<file path="config.mk">
export PLATFORM = sky130hd
export DESIGN_NAME = gpio_port
export DESIGN_NICKNAME = d
export VERILOG_FILES = /design/src/gpio_pkg.sv /design/src/gpio_pin_mux.sv /design/src/gpio_port.sv
export VERILOG_INCLUDE_DIRS = /design/src
export SDC_FILE = /design/constraint.sdc
export NUM_CORES = 1
export LEC_CHECK = 0
export BUFFER_PORTS_ARGS = -buffer_cell sky130_fd_sc_hd__buf_2
export CORE_UTILIZATION = 50
export CTS_CLUSTER_SIZE = 40
export DETAILED_ROUTE_END_ITERATION = 12
export MAX_ROUTING_LAYER = met4
export PLACE_DENSITY = 0.85
export SYNTH_ARGS = -nofsm -noshare
export SYNTH_HDL_FRONTEND = slang
export SYNTH_HIERARCHICAL = 1
export SYNTH_SLANG_ARGS = --single-unit
</file>
<file path="constraint.sdc">
create_clock -name clk_i -period 3.9 [get_ports clk_i]
set_clock_uncertainty 0.2 [all_clocks]
set_input_delay 0.195 -clock clk_i [delete_from_list [all_inputs] [get_ports clk_i]]
set_output_delay 0.195 -clock clk_i [all_outputs]
set_load 0.02 [all_outputs]
</file>
<file path="src/gpio_map.svh">
`ifndef GPIO_MAP_SVH
`define GPIO_MAP_SVH

// register offsets on the plain register port
`define GPIO_OFS_VALUE     4'h0
`define GPIO_OFS_DIR       4'h1
`define GPIO_OFS_LATCH     4'h2
`define GPIO_OFS_ANALOG    4'h3
`define GPIO_OFS_PULLUP    4'h4
`define GPIO_OFS_GLOBAL    4'h5

// reset values
`define GPIO_RST_DIR       3'h7
`define GPIO_RST_LATCH     3'h0
`define GPIO_RST_ANALOG    3'h7
`define GPIO_RST_PULLUP    4'hf
`define GPIO_RST_GLOBAL    1'h1

// fixed read values of unimplemented bits
`define GPIO_DIR_PIN3_READ 1'h1

// field positions
`define GPIO_GLOBAL_BIT    0
`define GPIO_INPUT_ONLY    3

`endif

</file>
<file path="src/gpio_pkg.sv">
package gpio_pkg;
	typedef logic [7:0] gpio_byte_t;

	typedef enum logic [2:0] {
		GPIO_SRC_LATCH = 3'b001,
		GPIO_SRC_MID   = 3'b010,
		GPIO_SRC_HIGH  = 3'b100
	} gpio_src_t;
endpackage

</file>
<file path="src/gpio_pin_mux.sv">
`timescale 1ns/100ps
// per-pin output selection among peripherals by fixed priority
module gpio_pin_mux
	import gpio_pkg::*;
(
	input  wire logic high_en_i,
	input  wire logic high_val_i,
	input  wire logic mid_en_i,
	input  wire logic mid_val_i,
	input  wire logic dir_in_i,
	input  wire logic latch_i,
	output logic      drive_o,
	output logic      value_o,
	output gpio_src_t src_o
);
	// highest enabled peripheral wins, latch only when none
	assign src_o   = high_en_i ? GPIO_SRC_HIGH : (mid_en_i ? GPIO_SRC_MID : GPIO_SRC_LATCH);
	assign drive_o = high_en_i | mid_en_i | ~dir_in_i;
	assign value_o = high_en_i ? high_val_i : (mid_en_i ? mid_val_i : latch_i);
endmodule

</file>
<file path="src/gpio_port.sv">
// The address-and-strobe port and the register offsets were left to the implementer.
`timescale 1ns/100ps
`include "gpio_map.svh"
module gpio_port
	import gpio_pkg::*;
#(
	parameter int NUM_OUT = 3
) (
	input  wire logic       clk_i,
	input  wire logic       resetn_i,
	input  wire logic [3:0] addr_i,
	input  wire logic [7:0] wdata_i,
	input  wire logic       wr_i,
	input  wire logic       rd_i,
	output logic      [7:0] rdata_o,
	input  wire logic [3:0] pin_i,
	output logic [NUM_OUT-1:0] pin_o,
	output logic [NUM_OUT-1:0] pin_oe_o,
	output logic      [3:0] pullup_o,
	output logic [NUM_OUT-1:0] analog_o,
	input  wire logic [NUM_OUT-1:0] per_high_en_i,
	input  wire logic [NUM_OUT-1:0] per_high_val_i,
	input  wire logic [NUM_OUT-1:0] per_mid_en_i,
	input  wire logic [NUM_OUT-1:0] per_mid_val_i,
	output logic      [3:0] digital_in_o
);
	initial begin
		if (NUM_OUT != 3) begin
			$error("gpio_port supports three output pins only");
		end
	end

	// registers
	logic [2:0] dir_r;
	logic [2:0] latch_r;
	logic [2:0] analog_r;
	logic [3:0] pullup_en_r;
	logic       global_off_r;
	logic [3:0] sync1_r;
	logic [3:0] sync2_r;

	// address decode
	wire logic sel_value  = addr_i == `GPIO_OFS_VALUE;
	wire logic sel_dir    = addr_i == `GPIO_OFS_DIR;
	wire logic sel_latch  = addr_i == `GPIO_OFS_LATCH;
	wire logic sel_analog = addr_i == `GPIO_OFS_ANALOG;
	wire logic sel_pullup = addr_i == `GPIO_OFS_PULLUP;
	wire logic sel_global = addr_i == `GPIO_OFS_GLOBAL;

	// digital input path, analog pins read zero
	wire logic [3:0] analog_mask = {1'b0, analog_r};
	wire logic [3:0] pin_level   = sync2_r & ~analog_mask;

	// value write: write data stored to latch as is, pin levels masked off
	wire logic [2:0] rmw_base  = pin_level[2:0];
	wire logic [2:0] rmw_value = wdata_i[2:0] | (rmw_base & 3'h0);
	wire logic       latch_we  = wr_i & (sel_value | sel_latch);
	wire logic [2:0] latch_nxt = latch_we ? rmw_value : latch_r;

	// output selection per pin
	wire logic [2:0] mux_drive;
	wire logic [2:0] mux_val;
	genvar g;
	generate
		for (g = 0; g < NUM_OUT; g++) begin : g_pin
			gpio_pin_mux u_mux (
				.high_en_i  (per_high_en_i[g]),
				.high_val_i (per_high_val_i[g]),
				.mid_en_i   (per_mid_en_i[g]),
				.mid_val_i  (per_mid_val_i[g]),
				.dir_in_i   (dir_r[g]),
				.latch_i    (latch_r[g]),
				.drive_o    (mux_drive[g]),
				.value_o    (mux_val[g]),
				.src_o      ()
			);
		end
	endgenerate

	// pull-up: enable set, global clear, pin not driving
	wire logic [3:0] drive_mask = {1'b0, mux_drive};
	wire logic [3:0] pullup_nxt = pullup_en_r & ~drive_mask
		& {4{~global_off_r}};

	// read data selection
	wire logic [7:0] rd_mux =
		sel_value  ? {4'h0, pin_level} :
		sel_dir    ? {4'h0, `GPIO_DIR_PIN3_READ, dir_r} :
		sel_latch  ? {5'h00, latch_r} :
		sel_analog ? {5'h00, analog_r} :
		sel_pullup ? {4'h0, pullup_en_r} :
		sel_global ? {7'h00, global_off_r} : 8'h00;

	// input synchroniser
	always_ff @(posedge clk_i or negedge resetn_i) begin
		if (!resetn_i) begin
			sync1_r <= 4'h0;
			sync2_r <= 4'h0;
		end else begin
			sync1_r <= pin_i;
			sync2_r <= sync1_r;
		end
	end

	// control registers
	always_ff @(posedge clk_i or negedge resetn_i) begin
		if (!resetn_i) begin
			dir_r        <= `GPIO_RST_DIR;
			latch_r      <= `GPIO_RST_LATCH;
			analog_r     <= `GPIO_RST_ANALOG;
			pullup_en_r  <= `GPIO_RST_PULLUP;
			global_off_r <= `GPIO_RST_GLOBAL;
		end else begin
			latch_r <= latch_nxt;
			if (wr_i && sel_dir) begin
				dir_r <= wdata_i[2:0];
			end
			if (wr_i && sel_analog) begin
				analog_r <= wdata_i[2:0];
			end
			if (wr_i && sel_pullup) begin
				pullup_en_r <= wdata_i[3:0];
			end
			if (wr_i && sel_global) begin
				global_off_r <= wdata_i[`GPIO_GLOBAL_BIT];
			end
		end
	end

	// registered outputs
	always_ff @(posedge clk_i or negedge resetn_i) begin
		if (!resetn_i) begin
			rdata_o      <= 8'h00;
			pin_o        <= 3'h0;
			pin_oe_o     <= 3'h0;
			pullup_o     <= 4'h0;
			analog_o     <= 3'h0;
			digital_in_o <= 4'h0;
		end else begin
			rdata_o      <= rd_i ? rd_mux : 8'h00;
			pin_o        <= mux_val;
			pin_oe_o     <= mux_drive;
			pullup_o     <= pullup_nxt;
			analog_o     <= analog_r;
			digital_in_o <= pin_level;
		end
	end
endmodule

</file>
==> qor.txt, run 1 <==
status: completed
Pins Over Slew Limit: 0
CTS tree: built
maxcap violations: 0
row count: 20
largest net degree at the start of global routing: 44
RR Startpoint: global_off_r$_DFFE_PN1P_
H-tree Lvls: 2
Final setup viols: 0
Top Family by Delay on Critical Path: buffers and inverters
path depth of the worst reg2reg path: 4
via-per-instance ratio: 4.996
drt pass-1 iters: 4
Int Power: 0.7662 mW
Tot GR Track Use: 21.06%
crit path to: dir_r[1]$_DFFE_PN1P_
fin crit share: 42.42%
fin nets: 233
Data required, critical path: 3.98 ns
Ant. Diodes: 0
CTS buffer count: 5
setup TNS: 0 ns
Leakage Power: 1.047 nW
total grt overflow: 0
fin crit period: 1.654 ns
Setup WS pre-CTS: 2.317 ns
Placed Cells: 218
vias in the first global route: 1235
FF+latch area: 1090 um^2
Initial Util: 54.40%
Syn Area/Cell: 13.20 um^2
kind of critical path: input pin to register
Worst path depth: 5
RSZ-0062 raised after global routing: false
Hold Crit Class: input pin to register
WHS: 0.03634 ns
Slew headroom: 40.44%
DRC: 0
Reg power frac: 54.4%
multi-input logic area: 559.3 um^2
f_max: 604.5 MHz
Die W: 60.57 um
IO Pins: 57
Mapped Area: 1715 um^2
die area: 3669 um^2
Worst VDD drop: 0.0003244 V
Final Non-Filler Cells: 246
antenna-violating nets left: 0
DP Wirelength: 2.256 mm
P_sw: 0.2697 mW
DRT Wirelength: 3.278 mm
measured slew at the worst slew-check pin: 0.8933 ns
Synth warnings: 6
slowest CP cell: dlygate4sd3_1
DRT iter0 DRCs: 34
Worst-path clk slew: 0.12 ns
layout overhead on the synthesized area: 30.71%
reg2reg end: rdata_o[0]$_DFF_PN0_
first-pass GRT wire length: 5.306 mm
crit-path max FO: 13
gpl congestion: 0.8875
final worst slack: 2.246 ns
Fill cells: 236
number of I/O port buffers: 48
vias: 1229
Clk network pwr share: 27.6%
Core ar.: 3153 um^2
Startpoint Class: input pin
pwr dens: 462.0 nW/um^2
FF-to-FF setup slack: 2.28 ns
Comb power frac: 17.9%
final instance area: 2242 um^2
Util after Layout: 71.11%
share of layout cells above drive strength 1: 44.06%
DIE HEIGHT: 60.57 um
CP Cell Sequence: dlygate4sd3_1 > buf_2 > and2b_1 > nand3_1 > mux2_2
Buf/Inv on CP: 2
total power: 1.036 mW
Clock Path Buffers: 2
CP startpoint: addr_i[1]
antenna violations before repair: 0
Post-DP Area: 1956 um^2
Clk Latency, worst-skew pair: 0.34 ns
Avg WL per Cell: 13.33 um
CTS root buffer: clkbuf_4
CTS sink cnt: 43
Post-Syn Instances: 130
Worst EP arrival: 1.74 ns
Sw Ratio: 26.03%
setup bufs post-CTS: 0
Hold Vio Cnt, Final: 0
crit-path max cell delay: 0.52 ns
Post-CTS Resized: 0
Critical Path Sink Type: register
==> how the worst min path moves through the flow <==
stage,start,endpoint,slack [ns],cells after the start
finish,addr_i[0],rdata_o[1]$_DFF_PN0_,0.04,3
CTS,addr_i[0],rdata_o[1]$_DFF_PN0_,0.02,3
global placement,pin_i[1],sync1_r[1]$_DFF_PN0_,0.10,1
floorplan,resetn_i,analog_o[0]$_DFF_PN0_,-0.30,0
global route,wr_i,global_off_r$_DFFE_PN1P_,0.03,3
detailed placement,pin_i[2],sync1_r[2]$_DFF_PN0_,0.10,1
==> metal layers <==
| metal | global-route usage [%] | vias up | share of wire, % |
|---|---|---|---|
| li1 | - | 585 | - |
| met1 | 23.55 | 596 | 42 |
| met2 | 34.07 | 40 | 52 |
| met3 | 6.823 | 8 | 4.7 |
| met4 | 10.06 | 0 | 1.4 |
| met5 | - | - | 0 |
==> registers in the layout, summed over array words and instances (netlist names) <==
register and flops:
latch_r 3, sync1_r 4, global_off_r 1, pin_o 3, dir_r 3, pullup_en_r 4, digital_in_o 4, analog_o 3
analog_r 3, rdata_o 4, pullup_o 4, pin_oe_o 3, sync2_r 4
==> cell type report <==
type | count | area share (%)
sequential | 43 | 48.61
multi-input combinational | 80 | 24.94
timing repair buffer | 68 | 19.64
tap | 44 | 2.455
clock buffer | 6 | 2.288
clock inverter | 2 | 1.563
inverter | 3 | 0.5022
==> power groups by stage <==
stage | Clock [mW] | Combinational, mW | Sequential [mW]
after floorplan | 0 | 0.0819 | 0.591
after global placement | 0 | 0.162 | 0.569
after detailed placement | 0 | 0.168 | 0.572
after CTS | 0.293 | 0.187 | 0.563
after global routing | 0.305 | 0.203 | 0.573
final | 0.286 | 0.186 | 0.564
==> cells in the final DEF (no fill, tap or decap) <==
cell,instances
mux2i_1,4
nor2_4,2
inv_1,2
o21ai_1,3
conb_1,4
nor3b_1,6
clkbuf_4,5
o22ai_1,1
clkinv_2,1
dlygate4sd3_1,20
dfrtp_1,32
nor2_1,7
nor2_2,2
nand3_1,3
a2111oi_2,1
clkbuf_8,1
nand3_2,1
buf_2,48
and2b_1,1
o211a_1,1
nand4_1,1
a21oi_1,2
nor4b_1,1
o21ai_0,5
bufinv_16,1
nor3_1,2
inv_2,1
mux2_2,15
a31oi_1,3
nor2b_1,6
nand2_1,9
dfstp_2,11
==> tightest hold or removal path, cell delays in order <==
cell	delay [ns]
buf_2	0.18
nand4_1	0.09
a31oi_1	0.08
==> repair_timing <==
action,4_1_cts,5_1_grt
setup endpoints to repair,0,0
endpoints found under the hold margin,62,0
hold buffers,20,0
No activity file was read; power rests on OpenSTA's default activity.
==> inputs of run 2 (changes only) <==
--- a/config.mk
+++ b/config.mk
@@ -6,6 +6,7 @@
 export SDC_FILE = /design/constraint.sdc
 export NUM_CORES = 1
 export LEC_CHECK = 0
+export ABC_AREA = 1
 export BUFFER_PORTS_ARGS = -buffer_cell sky130_fd_sc_hd__buf_2
 export CORE_UTILIZATION = 50
 export CTS_CLUSTER_SIZE = 40
==> constraint.sdc (replaced) <==
create_clock -name clk_i -period 1.73 [get_ports clk_i]
set_clock_uncertainty 0.2 [all_clocks]
set_input_delay 0.0865 -clock clk_i [delete_from_list [all_inputs] [get_ports clk_i]]
set_output_delay 0.0865 -clock clk_i [all_outputs]
set_load 0.02 [all_outputs]
==> run 2 against run 1 <==
Sequential share of layout area fell by 6.3 points. Synthesized area is 2.3% higher. Synthesized cell count up 28%. Clock power rose by 75%. Global-route usage up 5.2 points. First-iteration DRC count increased by 130%. Critical path depth rose by 2. Wire length rose by 38%. Register-to-register slack got worse by 2.2 ns. Clock-buffer cell count up 1. Total power grew 110%. Critical path type unchanged. Largest power group unchanged.
==> qor.txt, run 2 <==
status: completed
total power: 2.194 mW
total grt overflow: 0
final instance area: 2575 um^2
Core ar.: 3337 um^2
measured slew at the worst slew-check pin: 0.5147 ns
antenna-violating nets left: 0
DRT Wirelength: 4.518 mm
Tot GR Track Use: 26.26%
met3 wire length: 298 um
first-pass GRT wire length: 6.630 mm
vias: 1575
Worst-path clk slew: 0.11 ns
Synth warnings: 6
DR top layer: met4
multi-input logic area: 566.8 um^2
kind of critical path: input pin to register
Final Non-Filler Cells: 315
pwr dens: 852.0 nW/um^2
via-per-instance ratio: 5.000
WHS Path Cells: 5
row count: 21
Mapped Area: 1754 um^2
die area: 3749 um^2
H-tree Lvls: 2
IO Pins: 57
layout overhead on the synthesized area: 46.79%
WL met1: 1.714 mm
most frequent cells in the layout: buf_2 (47), dlygate4sd3_1 (46), dfrtp_1 (32)
Fill cells: 202
routed wire length on met2: 2.355 mm
Worst EP arrival: 1.80 ns
RSZ-0062 raised after global routing: true
maxcap violations: 0
Avg WL per Cell: 14.34 um
DRT iter0 DRCs: 77
Post-DP Area: 2037 um^2
Ant. Diodes: 0
Pins Over Slew Limit: 0
DRC: 0
Die W: 61.23 um
Syn Area/Cell: 10.57 um^2
DIE HEIGHT: 61.23 um
gpl congestion: 0.8355
fin nets: 300
crit-path max FO: 8
Slew headroom: 65.69%
path depth of the worst reg2reg path: 3
Leakage Power: 1.225 nW
final worst slack: 0.006225 ns
largest net degree at the start of global routing: 44
Critical Path Sink Type: register
fin crit period: 1.724 ns
Worst VDD drop: 0.0005963 V
Final setup viols: 0
Hold Crit Class: input pin to register
DP Wirelength: 2.318 mm
drt pass-1 iters: 4
CTS buffer count: 5
Initial Util: 52.57%
antenna violations before repair: 0
CTS sink cnt: 43
fin crit share: 99.64%
Startpoint Class: input pin
Clock Path Buffers: 2
Setup WS pre-CTS: 0.4831 ns
f_max: 580.1 MHz
Post-Syn Instances: 166
CTS tree: built
share of layout cells above drive strength 1: 35.69%
vias in the first global route: 1520
CTS root buffer: clkbuf_4
Clk Latency, worst-skew pair: 0.35 ns
most common cell after layout, fill and taps aside: buf_2
FF+latch area: 1090 um^2
number of I/O port buffers: 48
Placed Cells: 260
Hold Vio Cnt, Final: 0
Data required, critical path: 1.81 ns
-- run 2: path summary, 6_finish.rpt --
check / start / to / slack (ns)
max in group asynchronous: resetn_i / analog_r[2]$_DFFE_PN1P_ / 0.83
setup reg to reg: dir_r[0]$_DFFE_PN1P_ / rdata_o[0]$_DFF_PN0_ / 0.05
min in group asynchronous: resetn_i / pin_oe_o[1]$_DFF_PN0_ / 0.13
hold / removal: addr_i[0] / rdata_o[2]$_DFF_PN0_ / 0.04
setup / recovery: wr_i / pullup_en_r[3]$_DFFE_PN1P_ / 0.006
hold reg to reg: sync1_r[2]$_DFF_PN0_ / sync2_r[2]$_DFF_PN0_ / 0.16
-- run 2: final cells by class --
type,count,area share [%]
multi-input combinational,102,22.01
tap,46,2.235
sequential,43,42.32
clock buffer,7,2.138
timing repair buffer,97,28.33
inverter,19,2.770
clock inverter,1,0.1944
-- run 2: repair_timing --
action	in CTS	in global routing
setup buffers	0	1
hold buffers	46	0
endpoints found under the setup margin	0	6
resized for setup	0	5
endpoints found under the hold margin	74	0
-- run 2: worst max-delay path, stage by stage --
cell and delay, ns:
dlygate4sd3_1 0.58, buf_6 0.15, inv_1 0.07, nor2_4 0.18, nand2_1 0.08, dlygate4sd3_1 0.57, o21ai_0 0.09
-- run 2: through the flow --
stage	setup TNS [ns]	hold WS (ns)	util, %
5_1_grt	-0.1493	0.06933	77.17
3_3_place_gp	0	-0.02464	61.04
2_1_floorplan	0	-0.4091	-
4_1_cts	0	0.008586	76.64
3_5_place_dp	0	-0.01883	61.04
6_report	0	0.04445	77.17
-- run 2: power breakdown --
part           switching [mW]  internal (mW)  leakage (nW)  total, mW
clock                   0.303          0.197        0.0353      0.500
combinational           0.255          0.181         0.684      0.436
sequential             0.0844           1.17         0.506       1.26
-- run 2: per-layer routing --
metal | track usage (%) | vias up
met5 | - | -
met2 | 43.01 | 81
li1 | - | 734
met1 | 30.12 | 740
met4 | 15.58 | 0
met3 | 4.622 | 20
